$ cat src/dac_i2c_params.svh
`ifndef DAC_I2C_PARAMS_SVH
`define DAC_I2C_PARAMS_SVH
`define GLOBAL_ADDR      7'h73
`define ADDR_HI_BASE     3'h1
`define CMD_WRITE        4'h0
`define CMD_UPDATE       4'h1
`define CMD_WRITE_UPDATE 4'h3
`define CMD_POWER_DOWN   4'h4
`define CMD_NOP          4'hf
`define CODE_ZERO_SCALE  16'h0000
`define CODE_MID_SCALE   16'h8000
`define STRAP_PROBE_CYC  4'h8
`define ACK_BIT_POS      4'h8
`endif

$ cat src/dac_i2c_pkg.sv
`default_nettype none
package dac_i2c_pkg;
  typedef enum logic [2:0] {ST_IDLE, ST_ADDR, ST_DATA, ST_ACK, ST_IGNORE} bus_state_e;
  typedef enum logic [1:0] {STRAP_LOW, STRAP_FLOAT, STRAP_HIGH} strap_level_e;
endpackage
`default_nettype wire

$ cat src/dac_i2c_write_slave.sv
// Behaviour
// - Each strap pin senses low, float or high
// - Address from strap index: hi=t/4+1, lo=t%4
// - Also answer fixed global address 1110011
// - Global write accepted by every device
// - Drive and sense straps during detection, then release
// - SDA released except open-drain ack low
// - Shift SDA in on SCL rising edges
// - SDA fall with SCL high starts transaction
// - SDA rise with SCL high ends transaction
// - Hold ack low through whole SCL high
// - Never acknowledge a read address
// - Load falling edge after full word updates
// - Load low before full word: no update
// - Load low blocks software power down
// - Reset code zero or mid scale by variant
// - Converter code is N-bit unsigned binary
// - Ack three data bytes, then nack extras
// - Decode write, update, both, down, nop
// - Load pulse mid-word powers up only
`timescale 1ns/1ps
`default_nettype none
`include "dac_i2c_params.svh"
module dac_i2c_write_slave
  import dac_i2c_pkg::*;
#(
  parameter int  RES_BITS    = 16,   // Converter resolution
  parameter bit  MID_VARIANT = 1'b0  // Alternate variant resets to mid scale
)(
  input  wire logic                clock,          // 40 MHz system clock
  input  wire logic                nrst,           // Power-on reset, active low
  input  wire logic                scl_in,         // Bus clock pin level
  input  wire logic                sda_in,         // Bus data pin level
  output logic                     sda_out,        // Always low when enabled
  output logic                     sda_oe,         // Pull SDA low when high
  input  wire logic [2:0]          addr_strap_in,  // Strap pins level
  output logic      [2:0]          addr_strap_out, // Strap probe drive value
  output logic      [2:0]          addr_strap_oe,  // Strap probe enable
  input  wire logic                async_load_n,   // Asynchronous load, active low
  output logic      [RES_BITS-1:0] dac_code,       // Converter register
  output logic      [15:0]         input_reg,      // Input register
  output logic                     powered_down,   // Converter powered down
  output logic      [6:0]          slave_addr_bits // Decoded own address
);

  ////////////////////////////////////////////////////////////////////////////
  // Input synchronisers; stage one feeds only stage two
  logic [2:0] sync1;
  logic [2:0] sync2;
  logic [2:0] sync3;
  always_ff @(posedge clock or negedge nrst)
  begin
    if (!nrst)
    begin
      sync1 <= 3'h7;
      sync2 <= 3'h7;
      sync3 <= 3'h7;
    end
    else
    begin
      sync1 <= {async_load_n, sda_in, scl_in};
      sync2 <= sync1;
      sync3 <= sync2;
    end
  end

  wire scl      = sync2[0];
  wire sda      = sync2[1];
  wire load_n   = sync2[2];
  wire scl_rise = sync2[0] & ~sync3[0];
  wire scl_fall = ~sync2[0] & sync3[0];
  wire start_c  = scl & sync3[0] & ~sync2[1] & sync3[1];
  wire stop_c   = scl & sync3[0] & sync2[1] & ~sync3[1];
  wire load_fall = ~sync2[2] & sync3[2];

  ////////////////////////////////////////////////////////////////////////////
  // Strap probing: drive high then low, sense each; float follows the drive
  logic [3:0] probe_cnt;
  logic [2:0] seen_hi;
  logic [2:0] seen_lo;
  logic [2:0] strap_s1;
  logic [2:0] strap_s2;
  logic [1:0] probe_phase;
  logic       straps_ok;
  always_ff @(posedge clock or negedge nrst)
  begin
    if (!nrst)
    begin
      probe_cnt   <= 4'h0;
      probe_phase <= 2'h0;
      seen_hi     <= 3'h0;
      seen_lo     <= 3'h0;
      strap_s1    <= 3'h0;
      strap_s2    <= 3'h0;
      straps_ok   <= 1'b0;
    end
    else
    begin
      strap_s1 <= addr_strap_in;
      strap_s2 <= strap_s1;
      if (!straps_ok)
      begin
        probe_cnt <= probe_cnt + 4'h1;
        if (probe_cnt == `STRAP_PROBE_CYC)
        begin
          probe_cnt <= 4'h0;
          if (probe_phase == 2'h0)
            seen_hi <= strap_s2;
          else
            seen_lo <= strap_s2;
          probe_phase <= probe_phase + 2'h1;
          straps_ok   <= (probe_phase == 2'h1);
        end
      end
    end
  end
  assign addr_strap_oe  = straps_ok ? 3'h0 : 3'h7;
  assign addr_strap_out = (probe_phase == 2'h0) ? 3'h7 : 3'h0;

  // Float reads back what was driven; a tied pin reads the same both times
  logic [1:0] lvl [3];
  genvar gi;
  generate
    for (gi = 0; gi < 3; gi++)
    begin : g_strap
      assign lvl[gi] = (seen_hi[gi] & ~seen_lo[gi]) ? 2'(STRAP_FLOAT) :
                       seen_hi[gi] ? 2'(STRAP_HIGH) : 2'(STRAP_LOW);
    end
  endgenerate

  wire [4:0] strap_idx = 5'(5'd9 * lvl[2] + 5'd3 * lvl[1] + 5'(lvl[0]));
  always_ff @(posedge clock or negedge nrst)
  begin
    if (!nrst)
      slave_addr_bits <= 7'h00;
    else if (straps_ok)
      slave_addr_bits <= {3'(strap_idx[4:2] + `ADDR_HI_BASE), 2'b00, strap_idx[1:0]};
  end

  ////////////////////////////////////////////////////////////////////////////
  // Bus receiver state machine
  bus_state_e state;
  bus_state_e ret_state;
  logic [3:0] bit_cnt;
  logic [7:0] shift;
  logic [1:0] byte_cnt;
  logic [23:0] word;
  logic       ack_drive;
  logic       word_done;

  wire addr_hit = straps_ok & ~shift[0] &
                  ((shift[7:1] == slave_addr_bits) | (shift[7:1] == `GLOBAL_ADDR));
  wire [7:0] shift_in = {shift[6:0], sda};

  always_ff @(posedge clock or negedge nrst)
  begin
    if (!nrst)
    begin
      state     <= ST_IDLE;
      ret_state <= ST_IDLE;
      bit_cnt   <= 4'h0;
      shift     <= 8'h00;
      byte_cnt  <= 2'h0;
      word      <= 24'h00_0000;
      ack_drive <= 1'b0;
      word_done <= 1'b0;
    end
    else
    begin
      word_done <= 1'b0;
      if (stop_c)
      begin
        state     <= ST_IDLE;
        ack_drive <= 1'b0;
      end
      else if (start_c)
      begin
        state     <= ST_ADDR;
        bit_cnt   <= 4'h0;
        byte_cnt  <= 2'h0;
        ack_drive <= 1'b0;
      end
      else
      begin
        case (state)
          ST_ADDR, ST_DATA:
          begin
            if (scl_rise && bit_cnt != `ACK_BIT_POS)
            begin
              shift   <= shift_in;
              bit_cnt <= bit_cnt + 4'h1;
            end
            if (scl_fall && bit_cnt == `ACK_BIT_POS)
            begin
              bit_cnt <= 4'h0;
              state   <= ST_ACK;
              if (state == ST_ADDR)
              begin
                ack_drive <= addr_hit;
                ret_state <= addr_hit ? ST_DATA : ST_IGNORE;
              end
              else
              begin
                ack_drive <= (byte_cnt != 2'h3);
                ret_state <= (byte_cnt != 2'h3) ? ST_DATA : ST_IGNORE;
                if (byte_cnt != 2'h3)
                begin
                  word     <= {word[15:0], shift};
                  byte_cnt <= byte_cnt + 2'h1;
                end
              end
            end
          end
          ST_ACK:
          begin
            // Ack held until SCL falls after its high phase
            if (scl_fall)
            begin
              ack_drive <= 1'b0;
              state     <= ret_state;
              word_done <= (ret_state == ST_DATA) && (byte_cnt == 2'h3);
              if (byte_cnt == 2'h3)
                state <= ST_IGNORE;
            end
          end
          default: ;
        endcase
      end
    end
  end

  assign sda_out = 1'b0;
  assign sda_oe  = ack_drive;

  ////////////////////////////////////////////////////////////////////////////
  // Command execution and converter register
  wire [3:0] command_nibble = word[23:20];
  wire do_write  = (command_nibble == `CMD_WRITE) | (command_nibble == `CMD_WRITE_UPDATE);
  wire do_update = (command_nibble == `CMD_UPDATE) | (command_nibble == `CMD_WRITE_UPDATE);
  wire do_down   = (command_nibble == `CMD_POWER_DOWN);
  wire [15:0] next_input = do_write ? word[15:0] : input_reg;
  wire in_word   = (state != ST_IDLE) & (state != ST_IGNORE);
  logic have_word;

  always_ff @(posedge clock or negedge nrst)
  begin
    if (!nrst)
    begin
      input_reg    <= 16'h0000;
      dac_code     <= MID_VARIANT ? RES_BITS'(`CODE_MID_SCALE >> (16 - RES_BITS))
                                  : RES_BITS'(`CODE_ZERO_SCALE);
      powered_down <= 1'b0;
      have_word    <= 1'b0;
    end
    else
    begin
      if (!load_n)
        powered_down <= 1'b0;
      if (word_done)
      begin
        have_word <= 1'b1;
        input_reg <= next_input;
        if (do_update || !load_n)
        begin
          dac_code     <= next_input[15 -: RES_BITS];
          powered_down <= 1'b0;
        end
        else if (do_down)
          powered_down <= 1'b1;
      end
      else if (load_fall && have_word && !in_word)
        dac_code <= input_reg[15 -: RES_BITS];
    end
  end

  ////////////////////////////////////////////////////////////////////////////
  // Checks
  a_read_no_ack: assert property (@(posedge clock) disable iff (!nrst)
    (state == ST_ADDR && scl_fall && bit_cnt == `ACK_BIT_POS && shift[0])
      |=> !sda_oe) else $error("read address acknowledged");
  a_ack_holds: assert property (@(posedge clock) disable iff (!nrst)
    (sda_oe && scl) |=> sda_oe || scl_fall || stop_c || start_c)
      else $error("ack released while SCL high");
  a_no_pd_load: assert property (@(posedge clock) disable iff (!nrst)
    !load_n |=> !powered_down) else $error("power down while load low");
  a_no_early_upd: assert property (@(posedge clock) disable iff (!nrst)
    (!have_word && !word_done) |=> $stable(dac_code)) else $error("update before word");
  a_sda_idle: assert property (@(posedge clock) disable iff (!nrst)
    (state == ST_IDLE) |-> !sda_oe) else $error("SDA driven when idle");
  a_extra_nack: assert property (@(posedge clock) disable iff (!nrst)
    (state == ST_IGNORE) |-> !sda_oe) else $error("extra byte acked");
  a_load_upd: assert property (@(posedge clock) disable iff (!nrst)
    (load_fall && have_word && !in_word && !word_done)
      |=> dac_code == $past(input_reg[15 -: RES_BITS])) else $error("load missed");
  a_start_addr: assert property (@(posedge clock) disable iff (!nrst)
    (start_c && !stop_c) |=> state == ST_ADDR) else $error("start missed");
  c_word: cover property (@(posedge clock) disable iff (!nrst) word_done);
  c_load: cover property (@(posedge clock) disable iff (!nrst) load_fall && have_word);
  c_down: cover property (@(posedge clock) disable iff (!nrst) $rose(powered_down));
  // Extra bytes after a full word, or a refused address, are clocked through unanswered
  c_extra: cover property (@(posedge clock) disable iff (!nrst) (state == ST_IGNORE) && scl_rise);

endmodule
`default_nettype wire

$ cat config.mk
export PLATFORM = sky130hd
export DESIGN_NAME = dac_i2c_write_slave
export DESIGN_NICKNAME = d
export VERILOG_FILES = /design/src/dac_i2c_pkg.sv /design/src/dac_i2c_write_slave.sv
export VERILOG_INCLUDE_DIRS = /design/src
export SDC_FILE = /design/constraint.sdc
export NUM_CORES = 1
export LEC_CHECK = 0
export BUFFER_PORTS_ARGS = -buffer_cell sky130_fd_sc_hd__clkbuf_2
export CAP_MARGIN = 20
export CORE_MARGIN = 1.5
export CORE_UTILIZATION = 58
export DETAILED_ROUTE_END_ITERATION = 10
export MAX_ROUTING_LAYER = met4
export PLACE_DENSITY_LB_ADDON = 0.25
export SYNTH_ARGS = -nofsm -noshare
export SYNTH_HDL_FRONTEND = slang
export SYNTH_SLANG_ARGS = --single-unit
$ cat constraint.sdc
create_clock -name clock -period 3.2 [get_ports clock]
set_clock_uncertainty 0.2 [all_clocks]
set_input_delay 0.32 -clock clock [delete_from_list [all_inputs] [get_ports clock]]
set_output_delay 0.32 -clock clock [all_outputs]
set_load 0.02 [all_outputs]
==> impl_metrics.ini <==
[place]
portBuffers = 52
place_congestion = 0.856
hpwlAfterDp_um = 5450

[drt]
viasPerCell = 5.33
dr.pass1.iters = 4
vias = 2731
wl_per_cell_um = 14.8
ant_nets = 0
drc = 0
finalWirelength_um = 7600
drt_iter0_drc = 112

[die]
core_area_mm2 = 0.00781
dieArea_mm2 = 0.00872
start_util_pct = 60.7
die_width_um = 93.4
rows = 32
ios = 56
fp.dieH_um = 93.4

[timing]
fin_crit_ps = 2820
setup_viol = 0
fin_tns_setup_ps = 0
finalHoldViolations = 0
tightest_slew_ps = 868
maxSlewViolCount = 0
max_freq_mhz = 355
grt_setup_unrepaired = false
slew_headroom_pct = 42.1
fin_crit_sh_pct = 88.0

[finish]
n_fill_cell = 577
largest_register_ff_count = 20
area_growth_pct = 12.6
layout.nets = 428
drive_gt1_share_pct = 39.0
regArea_mm2 = 0.00271
multi_input_area_mm2 = 0.00187
n_antenna_cell = 0
finish.utilization_pct = 68.3

[synth]
yosysWarnings = 0
postSynthCellCount = 345
async_flop_share_pct = 100
syn_area_mm2 = 0.00474
synth-main-ff-cell = dfrtp_1
avgSynthCellArea_um2 = 13.7
synth_edf_count = 0
synth_seq_area_share_pct = 57.3
ys_types = 45
ys_ff_latch = 108

[min_path]
hold_path_class = register to register
min-delay-start = strap_s1[0]
hold_depth = 0
hold_path_end = strap_s2[0]

[setup_path]
critPathKind = register to register
rr_endpoint = slave_addr_bits[6]
r2r_cells = 12
cp.arrival_ps = 2830
cp_max_fo = 4
rr_startpoint = seen_hi[1]
reg2reg_slack_ps = 380
worstPathRequired_ps = 3220
end_kind = register
crit_path_start_kind = register

[power]
leakage_nw = 2.69
p_total_mw = 2.87
ir_drop_v = 0.000335
p_per_area_mw_per_mm2 = 538

[cts]
path_clk_slew_ps = 90
cts_tree = built
cts_resized = 0
cts_root_buffer = clkbuf_8
clock-sinks = 108
cts_setup_buffers = 0
cts_buffers = 9
clkLatencyLatePin_ps = 360
htree_levels = 3
cts_max_path_buffers = 2

[global_route]
grt_usage_pct = 19.8
antenna_found_initial = 0
grt_max_degree = 57
grt_pass1_wl_um = 12900
first_global_vias = 2814
grt_overflow = 0

[run]
drv_cap = 0

[outcome]
outcome = completed
==> how the worst max path moves through the flow <==
stage | start | to | cells after the start
2_1_floorplan | seen_hi[1] | slave_addr_bits[6] | 12
3_3_place_gp | seen_hi[1] | slave_addr_bits[6] | 12
3_5_place_dp | seen_hi[1] | slave_addr_bits[6] | 12
4_1_cts | seen_hi[1] | slave_addr_bits[6] | 12
5_1_grt | seen_hi[1] | slave_addr_bits[6] | 12
6_report | seen_hi[1] | slave_addr_bits[6] | 12
==> logic make-up (layout without fill, tap and decap cells) <==
logic type	count (synthesis)	in the layout	synth area share (%)
DFF	108	108	57.3
other	1	3	0.0792
muxes	76	76	19.6
xor gates and xnor gates	16	16	2.96
and+or+nand+nor	69	69	8.24
adders and majority gates	16	16	4.33
AOI/OAI and AO/OA	32	32	4.12
buffers and inverters	27	90	3.41
==> report_power, final <==
group	switching (mW)	total (mW)	internal, mW
logic	0.207	0.408	0.201
clock network	0.437	0.848	0.411
registers	0.131	1.62	1.48
==> cells in the mapped netlist (2+ instances only) <==
cell,count,share of area [%]
a21oi_1,7,0.74
a31o_2,2,0.37
a31oi_1,3,0.40
and2_1,3,0.40
and3b_1,2,0.37
and4_1,3,0.55
buf_2,2,0.21
buf_4,7,1.1
buf_6,2,0.48
clkbuf_1,3,0.24
dfrtp_1,99,52
dfstp_2,9,5.0
ha_1,14,3.7
inv_1,12,0.95
mux2_2,53,13
mux2_4,20,6.3
mux2i_1,3,0.63
nand2_1,14,1.1
nand2b_1,5,0.66
nand3_1,5,0.53
nor2_1,11,0.87
nor2b_1,7,0.92
nor3_1,5,0.53
nor4_1,2,0.26
o21ai_0,12,1.3
o31ai_1,3,0.48
or2_2,3,0.40
or3_1,3,0.40
xnor2_1,10,1.8
xor2_1,6,1.1
==> metrics by stage <==
stage	instance area (µm²)	hold WS [ps]	setup WS, ps	std cells
final	5330	155	383	512
after global routing	5330	168	217	512
after CTS	5330	158	386	512
after detailed placement	5050	136	393	489
after global placement	5050	132	516	489
after floorplan	4740	-176	610	347
==> timing repair <==
action	CTS	global route
endpoints found under the setup margin	0	0
endpoints found under the hold margin	52	0
hold buffers	7	0
==> routing by layer <==
metal	track usage, %	part of all wire [%]	vias to the layer above
li1	-	-	1312
met1	24.9	47	1356
met2	32.2	49	55
met3	5.12	3.4	8
met4	4.92	0.97	0
met5	-	0	-
==> placed cells by master (no fill, tap or decap), types with 2 or more instances in the layout <==
cell	instances
xor2_1	6
xnor2_1	10
nand3_1	5
inv_6	2
nor2_1	11
or2_2	3
dfstp_2	9
buf_4	3
a21oi_1	7
clkbuf_2	51
a31o_2	2
mux2_4	20
inv_1	12
nor4_1	2
ha_1	14
and3b_1	2
clkbuf_8	11
dlygate4sd3_1	7
dfrtp_1	99
a31oi_1	3
nor3_1	5
and4_1	3
o31ai_1	3
o21ai_0	12
mux2i_1	3
and2_1	3
conb_1	3
nand2b_1	5
or3_1	3
nor2b_1	7
mux2_2	53
nand2_1	14
==> layout make-up <==
class | count | share of cell area, %
Tap cell | 102 | 2.39
Sequential cell | 108 | 50.9
Multi-Input combinational cell | 212 | 35.0
Clock buffer | 12 | 2.91
Inverter | 12 | 0.844
Timing Repair Buffer | 62 | 6.90
Clock inverter | 4 | 1.03
==> critical path, stage by stage (launching register included) <==
cell     delay (ps)
dfrtp_1         380
nor2b_1         290
xnor2_1         110
ha_1            180
a31o_2          220
ha_1            260
nor2b_1         120
o21ai_0         200
xnor2_1         110
ha_1            200
xnor2_1         190
xnor2_1         140
a21oi_1          80
(Power assumes the default switching activity.)
